### config.mk
export PLATFORM = sky130hd
export DESIGN_NAME = pchk_detector
export DESIGN_NICKNAME = d
export VERILOG_FILES = /design/src/hdl/pchk_pkg.sv /design/src/hdl/pchk_parity.sv /design/src/hdl/pchk_detector.sv
export SDC_FILE = /design/constraint.sdc
export NUM_CORES = 1
export LEC_CHECK = 0
export BUFFER_PORTS_ARGS = -buffer_cell sky130_fd_sc_hd__buf_2
export CAP_MARGIN = 40
export CORE_MARGIN = 1
export CORE_UTILIZATION = 30
export CTS_CLUSTER_DIAMETER = 40
export DETAILED_ROUTE_END_ITERATION = 8
export GPL_ROUTABILITY_DRIVEN = 1
export SLEW_MARGIN = 20
export SYNTH_ARGS = -nofsm -noshare
export SYNTH_HDL_FRONTEND = slang
export SYNTH_SLANG_ARGS = --single-unit
### constraint.sdc
create_clock -name sys_clk -period 3.45 [get_ports sys_clk]
set_clock_uncertainty 0.1 [all_clocks]
set_input_delay 0.69 -clock sys_clk [delete_from_list [all_inputs] [get_ports sys_clk]]
set_output_delay 0.69 -clock sys_clk [all_outputs]
set_load 0.02 [all_outputs]
### src/hdl/pchk_pkg.sv
// Package for the processor check detector: check indices, carriers, reset values
package pchk_pkg;
  localparam int PCHK_NUM_CHECKS = 17;
  // Bit positions of the latched check flags
  localparam int CHK_ADDR_HI   = 0;
  localparam int CHK_ADDR_LO   = 1;
  localparam int CHK_BAD_ADDR  = 2;
  localparam int CHK_SDATA     = 3;
  localparam int CHK_CPU_OUT   = 4;
  localparam int CHK_OPMOD_PAR = 5;
  localparam int CHK_BAD_OP    = 6;
  localparam int CHK_CHAN_OUT  = 7;
  localparam int CHK_BAD_Q     = 8;
  localparam int CHK_INBOUND   = 9;
  localparam int CHK_AB        = 10;
  localparam int CHK_ALU       = 11;
  localparam int CHK_LS_HI     = 12;
  localparam int CHK_LS_LO     = 13;
  localparam int CHK_IO_SEL    = 14;
  localparam int CHK_CARRY     = 15;
  localparam int CHK_LS_ANY    = 16;
  localparam logic [PCHK_NUM_CHECKS-1:0] PCHK_FLAGS_RST = 17'h00000;
  localparam logic [2:0] PCHK_LEVEL_RST = 3'h0;
  localparam logic [5:0] PCHK_COND_RST  = 6'h00;
  localparam logic [7:0] PCHK_CS_RST    = 8'h00;

  // Byte with its odd parity bit
  typedef struct packed {
    logic       par;
    logic [7:0] data;
  } pchk_byte_s;

  // Two-byte word, high byte first
  typedef struct packed {
    pchk_byte_s hi;
    pchk_byte_s lo;
  } pchk_word_s;

  // Condition register as shown on the panel
  typedef struct packed {
    logic bin_ovf;
    logic test_false;
    logic dec_ovf;
    logic high;
    logic low;
    logic equal;
  } pchk_cond_s;

  typedef enum logic [1:0] {
    PCHK_RUN,
    PCHK_STOPPED
  } pchk_state_e;
endpackage

### src/hdl/pchk_parity.sv
// Odd parity checker for a byte with its parity bit
module pchk_parity
  import pchk_pkg::*;
(
  input  wire pchk_pkg::pchk_byte_s byte_in,
  output logic                      bad
);
  import pchk_pkg::*;

  // Nine bits must hold an odd count of ones
  assign bad = ~(^{byte_in.par, byte_in.data}); // [RULE20]
endmodule // pchk_parity

### src/hdl/pchk_detector.sv
// Processor check detector: parity and validity checks, latched flags, display
// Overview of operation
// [RULE1] Flag high storage address check on bad parity in address high byte.
// [RULE2] Flag low storage address check on bad parity in address low byte.
// [RULE3] Flag bad address when address exceeds installed storage capacity.
// [RULE4] Flag storage data check when storage data byte has bad parity.
// [RULE5] Flag outbound check when processor drives bad parity toward I/O.
// [RULE6] Flag op/modifier parity check on bad parity in op or Q register.
// [RULE7] Flag bad opcode check when op register holds undefined operation.
// [RULE8] Flag channel outbound check: good parity sent, attachment reports bad.
// [RULE9] Flag bad modifier check when Q byte is invalid for the operation.
// [RULE10] Flag inbound check when inbound bus data carries bad parity.
// [RULE11] Flag operand check when A or B register has bad parity.
// [RULE12] Flag arithmetic unit check when its result has bad parity.
// [RULE13] Flag local storage high check on bad parity in high output byte.
// [RULE14] Flag local storage low check on bad parity in low output byte.
// [RULE15] Flag I/O storage selection check when an attachment selects wrongly.
// [RULE16] Show interrupt level as 3-bit code; level 0 is zero plus cycle light.
// [RULE17] Expose six condition flags: overflows, test false, high, low, equal.
// [RULE18] Expose cycle steal assignment exactly as driven to the channel.
// [RULE19] Check flags stay latched and stop processing until reset or check reset.
// [RULE20] Odd parity per byte, one parity bit on each checked register or bus.
module pchk_detector
  import pchk_pkg::*;
#(
  parameter int ADDR_W   = 16,
  parameter int CS_W     = 8
) (
  input  wire logic                             sys_clk,
  input  wire logic                             reset_n,
  input  wire logic                             check_reset,
  input  wire logic [ADDR_W-1:0]                storage_capacity,
  input  wire pchk_pkg::pchk_word_s             storage_address_reg,
  input  wire logic                             storage_address_valid,
  input  wire pchk_pkg::pchk_byte_s             storage_data_reg,
  input  wire logic                             storage_data_valid,
  input  wire pchk_pkg::pchk_word_s             local_storage_regs,
  input  wire logic                             local_storage_valid,
  input  wire logic                             io_select_request,
  input  wire logic                             io_select_legal,
  input  wire pchk_pkg::pchk_byte_s             opcode_reg,
  input  wire pchk_pkg::pchk_byte_s             modifier_reg,
  input  wire logic                             instr_valid,
  input  wire logic                             opcode_defined,
  input  wire logic                             modifier_allowed,
  input  wire pchk_pkg::pchk_byte_s             operand_a_reg,
  input  wire pchk_pkg::pchk_byte_s             operand_b_reg,
  input  wire logic                             operands_valid,
  input  wire pchk_pkg::pchk_byte_s             arith_logic_unit,
  input  wire logic                             alu_valid,
  input  wire logic                             alu_carry,
  input  wire logic                             alu_carry_expected,
  input  wire pchk_pkg::pchk_byte_s             outbound_bus,
  input  wire logic                             outbound_valid,
  input  wire logic                             io_parity_error,
  input  wire pchk_pkg::pchk_byte_s             inbound_bus,
  input  wire logic                             inbound_valid,
  input  wire logic [2:0]                       interrupt_level_in,
  input  wire logic                             interrupt_active,
  input  wire pchk_pkg::pchk_cond_s             condition_in,
  input  wire logic [CS_W-1:0]                  cycle_steal_in,
  output logic [PCHK_NUM_CHECKS-1:0]            processor_check_flags,
  output logic                                  processor_check,
  output logic                                  processing_stop,
  output logic [2:0]                            interrupt_level_code,
  output logic                                  interrupt_cycle,
  output pchk_pkg::pchk_cond_s                  condition_flags,
  output logic [CS_W-1:0]                       cycle_steal_assignment,
  output logic [CS_W-1:0]                       cycle_steal_display
);
  import pchk_pkg::*;

  localparam int NBYTES = 11;

  logic [PCHK_NUM_CHECKS-1:0] flags_q;
  logic [PCHK_NUM_CHECKS-1:0] flags_d;
  logic [PCHK_NUM_CHECKS-1:0] events;
  pchk_byte_s                 bytes_chk [NBYTES];
  logic [NBYTES-1:0]          bad_par;
  pchk_state_e                state_q;
  logic [2:0]                 level_q;
  logic                       int_cycle_q;
  pchk_cond_s                 cond_q;
  logic [CS_W-1:0]            cs_q;
  logic                       cpu_out_bad;
  logic [ADDR_W-1:0]          address_value;

  // Byte order feeding the parity checkers
  assign bytes_chk[0]  = storage_address_reg.hi;
  assign bytes_chk[1]  = storage_address_reg.lo;
  assign bytes_chk[2]  = storage_data_reg;
  assign bytes_chk[3]  = outbound_bus;
  assign bytes_chk[4]  = opcode_reg;
  assign bytes_chk[5]  = modifier_reg;
  assign bytes_chk[6]  = inbound_bus;
  assign bytes_chk[7]  = operand_a_reg;
  assign bytes_chk[8]  = operand_b_reg;
  assign bytes_chk[9]  = arith_logic_unit;
  assign bytes_chk[10] = local_storage_regs.hi;

  // One checker per byte, plus the local storage low byte below
  for (genvar i = 0; i < NBYTES; i++) begin : g_par
    pchk_parity u_par (
      .byte_in (bytes_chk[i]),
      .bad     (bad_par[i])
    );
  end

  logic ls_lo_bad;
  pchk_parity u_par_ls_lo (
    .byte_in (local_storage_regs.lo),
    .bad     (ls_lo_bad)
  );

  assign address_value = ADDR_W'({storage_address_reg.hi.data, storage_address_reg.lo.data});
  assign cpu_out_bad   = outbound_valid & bad_par[3];

  always_comb begin
    events = '0;
    events[CHK_ADDR_HI]  = storage_address_valid & bad_par[0]; // [RULE1]
    events[CHK_ADDR_LO]  = storage_address_valid & bad_par[1]; // [RULE2]
    // Capacity is the first address past installed storage
    events[CHK_BAD_ADDR] = storage_address_valid
                           & (address_value >= storage_capacity); // [RULE3]
    events[CHK_SDATA]    = storage_data_valid & bad_par[2]; // [RULE4]
    events[CHK_CPU_OUT]  = cpu_out_bad; // [RULE5]
    events[CHK_OPMOD_PAR] = instr_valid & (bad_par[4] | bad_par[5]); // [RULE6]
    // Validity checks only trusted when the byte they judge (op or Q) has good parity
    events[CHK_BAD_OP]   = instr_valid & ~bad_par[4] & ~opcode_defined; // [RULE7]
    // Attachment error counts as channel fault only if we sent good parity
    events[CHK_CHAN_OUT] = outbound_valid & ~bad_par[3] & io_parity_error; // [RULE8]
    events[CHK_BAD_Q]    = instr_valid & ~bad_par[5] & opcode_defined
                           & ~modifier_allowed; // [RULE9]
    events[CHK_INBOUND]  = inbound_valid & bad_par[6]; // [RULE10]
    events[CHK_AB]       = operands_valid & (bad_par[7] | bad_par[8]); // [RULE11]
    events[CHK_ALU]      = alu_valid & bad_par[9]; // [RULE12]
    events[CHK_LS_HI]    = local_storage_valid & bad_par[10]; // [RULE13]
    events[CHK_LS_LO]    = local_storage_valid & ls_lo_bad; // [RULE14]
    events[CHK_IO_SEL]   = io_select_request & ~io_select_legal; // [RULE15]
    events[CHK_CARRY]    = alu_valid & (alu_carry != alu_carry_expected);
    events[CHK_LS_ANY]   = local_storage_valid & (bad_par[10] | ls_lo_bad);
  end

  // New events win over a check reset in the same cycle
  always_comb begin
    flags_d = check_reset ? PCHK_FLAGS_RST : flags_q;
    flags_d = flags_d | events; // [RULE19]
  end

  always_ff @(posedge sys_clk) begin
    if (!reset_n) begin
      flags_q <= PCHK_FLAGS_RST;
    end else begin
      flags_q <= flags_d; // [RULE19]
    end
  end

  // Stop state follows the latched flags
  always_ff @(posedge sys_clk) begin
    if (!reset_n) begin
      state_q <= PCHK_RUN;
    end else begin
      case (state_q)
        PCHK_RUN: begin
          if (|flags_d) begin
            state_q <= PCHK_STOPPED; // [RULE19]
          end
        end
        PCHK_STOPPED: begin
          if (~|flags_d) begin
            state_q <= PCHK_RUN;
          end
        end
        default: begin
          state_q <= PCHK_RUN;
        end
      endcase
    end
  end

  // Display registers
  always_ff @(posedge sys_clk) begin
    if (!reset_n) begin
      level_q     <= PCHK_LEVEL_RST;
      int_cycle_q <= 1'b0;
    end else begin
      // Idle shows all bits off; level 0 differs only by the cycle light
      level_q     <= interrupt_active ? interrupt_level_in : PCHK_LEVEL_RST; // [RULE16]
      int_cycle_q <= interrupt_active; // [RULE16]
    end
  end

  always_ff @(posedge sys_clk) begin
    if (!reset_n) begin
      cond_q <= PCHK_COND_RST;
    end else begin
      cond_q <= condition_in; // [RULE17]
    end
  end

  always_ff @(posedge sys_clk) begin
    if (!reset_n) begin
      cs_q <= CS_W'(PCHK_CS_RST);
    end else begin
      cs_q <= cycle_steal_in;
    end
  end

  assign processor_check_flags  = flags_q;
  assign processor_check        = |flags_q;
  assign processing_stop        = (state_q == PCHK_STOPPED);
  assign interrupt_level_code   = level_q;
  assign interrupt_cycle        = int_cycle_q;
  assign condition_flags        = cond_q;
  // Same register feeds channel and display so they can never differ
  assign cycle_steal_assignment = cs_q; // [RULE18]
  assign cycle_steal_display    = cs_q; // [RULE18]
endmodule // pchk_detector

======== Word-level counts from Yosys, hierarchy flattened ========
Index checks and enable logic that the tools add are counted.
word-level totals
  bits in registers ....................... 37
operators by class
  magnitude comparators ................... 1
  eq/ne operators ......................... 4
  muxes and demuxes ....................... 4
  bitwise logic cells ..................... 40
  reduce and logical (&&, ||, !) cells .... 17
operator list
  kind                  number
  $reduce_xor A9 Y1     12
  $reduce_or A17 Y1     2
  $and A1 B1 Y1         21
  $mux W17              1
  $or A17 B17 Y17       1
  $ge A16 B16 Y1        1
  $not A1 Y1            15
  $mux W2               2
  $ne A2 B2 Y1 const B  2
  $pmux W2 S2           1
  $reduce_and A2 Y1     2
  $or A1 B1 Y1          3
  $eq A2 B1 Y1 const B  1
  $logic_not A2 Y1      1
  $ne A1 B1 Y1          1

======== Logic depth before layout (Yosys ltp) ========
  depth after elaboration ................. 8
  mapped depth ............................ 8

======== Cells and area by module ========
Synthesis repeated with hierarchy kept, for this count alone.
unflattened totals
  cells, all modules ...................... 269
  area, all modules ....................... 2,588.7 um^2
by module, submodules not included
  module         instances  cells each  area each (um^2)
  pchk_detector  1          185         1,687.9
  pchk_parity    12         7           75.1

======== Least setup slack after synthesis ========
Ideal clock, no wire load.
  kind .................................... input port to flip-flop
  from .................................... input port outbound_bus[5] (netlist bit)
  to ...................................... register state_q[0]
  library setup time ...................... 0.125 ns
  arrival ................................. 2.251 ns
  data required time ...................... 3.225 ns
  slack ................................... 0.974 ns
  stages on the path ...................... 6
  buffers on the path ..................... 0
  cells stage by stage .................... xor2_1 -> xnor3_1 -> xnor2_1 -> a2111oi_2 -> nand4_1 -> o41a_1
on the way
  word-level cells in the longest chain between the ends .. 7
ends and longest elaborated chain
  item                                                line                                        RTL
  from (decl)                                         pchk_detector.sv:53                         input wire pchk_pkg::pchk_byte_s outbound_bus,
  $reduce_xor A9 Y1 *                                 pchk_parity.sv:11                           assign bad = ~(^{byte_in.par, byte_in.data});
  $and A1 B1 Y1 / $not A1 Y1 (equally long branches)  pchk_detector.sv:131, pchk_parity.sv:11
  $and A1 B1 Y1, on equally long branches             pchk_detector.sv:131, pchk_detector.sv:116
  $or A17 B17 Y17 *                                   pchk_detector.sv:147                        flags_d = flags_d | events;
  $reduce_or A17 Y1 *                                 pchk_detector.sv:165, pchk_detector.sv:170
  $ne A2 B2 Y1 (no source line)                       --
  $reduce_and A2 Y1 (no source line) *                --
  to (signal assigned)                                pchk_detector.sv:166                        state_q <= PCHK_STOPPED;
  to (signal assigned)                                pchk_detector.sv:171                        state_q <= PCHK_RUN;
  to (signal assigned)                                pchk_detector.sv:175                        state_q <= PCHK_RUN;
  to (decl)                                           pchk_detector.sv:80                         pchk_state_e state_q;
Mark *: on every way between the ends. The rest lies on a longest branch, timed or not.
A chain may end at the register's enable or synchronous reset.

======== Worst setup path after layout ========
  from .................................... input port outbound_bus[2] (netlist bit)
  to ...................................... register state_q[0]
The elaborated chain is that of the path after synthesis.

==> reports/qor.csv <==
stage,metric,value,unit
floorplanning,initial_utilization,0.315,
place,globalplace.congestion,0.767,
setup_path,cp-startpoint,outbound_bus[2],
floorplanning,pin_count,205,
route,m1WireLength,2790,um
layout,syn_to_final_growth,41.6,%
synthesis,ys_top_cells_by_count,"xnor2_1 (38), dfxtp_1 (36), inv_1 (20)",
setup_path,endpoint_kind,register,
cts,cts_tree,yes,
route,drtIter0Drc,55,
synthesis,postSynth.asyncResetShare,0,
floorplanning,rows,34,
sta,whs,0.395,ns
setup_path,r2r_start,processor_check_flags[15],
setup_path,path_class,input port to register,
floorplanning,die-area,9730,um2
synthesis,synth_area_leader_cell,dfxtp_1,
route,routed_via_density,4.36,
cts,cts_resized,0,
place,dp_cells,578,
synthesis,synth.most_common_cell,xnor2_1,
sta,finalHoldViolCount,0,
route,drc_errors,0,
layout,fin_cells,586,
synthesis,yosys.area.top_type_share,0.257,
sta,rsz0062_at_grt,false,
synthesis,yosys.area_share.xor_xnor,0.327,
cts,clockRootBuffer,clkbuf_8,
sta,max_freq,0.414,GHz
place,dpl.hpwl,6200,um
grt,grt_max_degree,37,
sta,relSlewSlack,0.663,
cts,cts_setup_buffers,0,
setup_path,cp_cell_sequence,buf_2 -> xor2_1 -> xnor3_1 -> xnor2_1 -> a2111oi_2 -> nand4_1 -> o41a_1,
sta,slew_viol_final,0,
layout,multi_input_area,1920,um2
layout,nFillCells,917,
route,vias,2554,
cts,htree_levels,2,
layout,seqCellArea,721,um2
cts,path_clk_slew,0.08,ns
synthesis,yosys-top-cells-area,"dfxtp_1 (26%), xnor3_1 (12%), xnor2_1 (12%), ha_1 (7.1%), xor2_1 (4.4%)",
sta,tns,0,ns
route,routed-wl-met3,543,um
cts,insertion_delay,0.29,ns
setup_path,crit_required,3.52,ns
grt,gr-total-overflow,0,
place,numPortBuffers,204,
synthesis,syn_inst,277,
synthesis,synthMuxAreaShare,0.0214,
cts,ctsLongestPathBuffers,2,
grt,grt_pass1_vias,2438,
pwr,power,0.00142,W
synthesis,synth_compound_area_frac,0.103,
route,wirelength,7070,um
setup_path,slowest_stage,xnor3_1,
sta,tightestPinTransition,0.506,ns
run_status,outcome,completed,
setup_path,start_kind,input port,
synthesis,avgSynthCellArea,10.1,um2
setup_path,critPathArrivalTime,2.49,ns
synthesis,synthSimpleGateAreaFrac,0.163,
route,topRoutingLayerUsed,met4,
floorplanning,die_x,98.6,um
route,drt_first_pass_iters,4,
layout,layout-drive-gt1-share,0.469,
synthesis,synth-warning-count,0,
sta,finalCriticalPeriod,2.42,ns
pwr,vdd_drop_max,0.000186,V
worst_hold_path,worstHoldStart,processor_check_flags[14],
synthesis,synth_fp_nets,453,
pwr,powerDensity,357,nW/um2
cts,cts.sinks,36,
pwr,cellLeakagePower,2.20,nW
synthesis,synth_seq_cells,36,
setup_path,critPathMaxStageDelay,0.42,ns
worst_hold_path,min_path_type,register to register,
layout,insertedDiodeCount,0,
grt,antenna_found_initial,0,
cts,ctsHoldBuffers,0,
run,drv_cap,0,
route,ant_nets,0,
layout,nNetsFinal,653,
cts,cts_buffers,5,
grt,grt_pass1_wl,11000,um
setup_path,path_delay_family,compound AO/OA/AOI/OAI gates,
synthesis,synth_edf_count,0,
setup_path,crit_buf_inv,1,
synthesis,synthAdderAreaFrac,0.0715,
setup_path,critical_path.max_fanout,3,
synthesis,synth_top_family_by_area,XOR/XNOR gates,
sta,setup_viol,0,
synthesis,synth-main-ff-cell,dfxtp_1,
floorplanning,core-area,8890,um2
synthesis,ys_seq_area_frac,0.257,
route,routedWlPerCell,12.1,um
grt,track_usage,0.142,
floorplanning,die_h,98.6,um
synthesis,ys_types,45,
route,route.met2.wl,3620,um
synthesis,syn_area,2800,um2
sta,period_share,0.700,
[final timing paths]
path | end | slack [ns] | depth (start not counted)
min reg2reg | processor_check_flags[14] | 0.40 | 2
min | processor_check_flags[14] | 0.40 | 2
max | state_q[0] | 1.03 | 7
max reg2reg | state_q[0] | 1.79 | 5
[stage by stage]
| step | cell area (um2) | utilization | setup slack (ns) |
|---|---|---|---|
| after floorplan | 2800 | - | 0.974 |
| after global placement | 3880 | 0.436 | 0.759 |
| after detailed placement | 3880 | 0.436 | 0.720 |
| after CTS | 3970 | 0.446 | 1.01 |
| after global routing | 3970 | 0.446 | 0.877 |
| final | 3970 | 0.446 | 1.03 |
[final cells by class]
cell class / instances / share of cell area
Clock inverter: 3 / 0.00473
Multi-Input combinational cell: 209 / 0.485
Tap cell: 108 / 0.0341
Inverter: 21 / 0.0199
Timing Repair Buffer: 204 / 0.257
Sequential cell: 36 / 0.182
Clock buffer: 5 / 0.0174
[metal layers]
layer  vias up  track usage
li1       1325            -
met1      1099        0.156
met2       120        0.270
met3        10       0.0340
met4         0       0.0379
met5         -            0
[cell usage in the layout (no fill, tap or decap), types with 3 or more instances in the layout]
cell type / n
ha_1: 16
xor2_1: 14
nand2_1: 16
a21oi_1: 7
nand4_1: 3
mux2i_1: 6
xnor3_1: 15
nor2_1: 9
inv_1: 20
buf_2: 204
and2_1: 15
a21o_1: 3
a22oi_1: 5
clkbuf_8: 5
o21a_1: 4
xor3_1: 4
and2b_2: 4
or2_2: 3
xnor2_1: 38
nor4_1: 4
dfxtp_1: 36
nor2b_1: 15
and3_1: 3
[kinds of logic (layout without fill, tap and decap cells)]
logic type	after synthesis	count (layout)
fa+ha+maj	16	16
compound gates	34	34
mux	6	6
flops	36	36
xor+xnor	72	72
buf+inv	32	233
simple gates	81	81
[registers in the layout, summed over array words and instances (netlist names)]
name / count
condition_flags: 6
interrupt_cycle: 1
state_q: 1
interrupt_level_code: 3
cycle_steal_assignment: 8
processor_check_flags: 17
[power by group]
part           internal (W)  switching, W  total [W]
Sequential         0.000456     0.0000280   0.000484
Combinational      0.000343      0.000296   0.000639
Clock              0.000141      0.000153   0.000294
[worst register-to-register path: cells and delay by family, from the launching register on]
family             cells  cell delay [ns]
AOI/OAI and AO/OA      2             0.55
DFF                    1             0.32
and+or+nand+nor        3             0.59
Power figures use the tool's default switching activity.
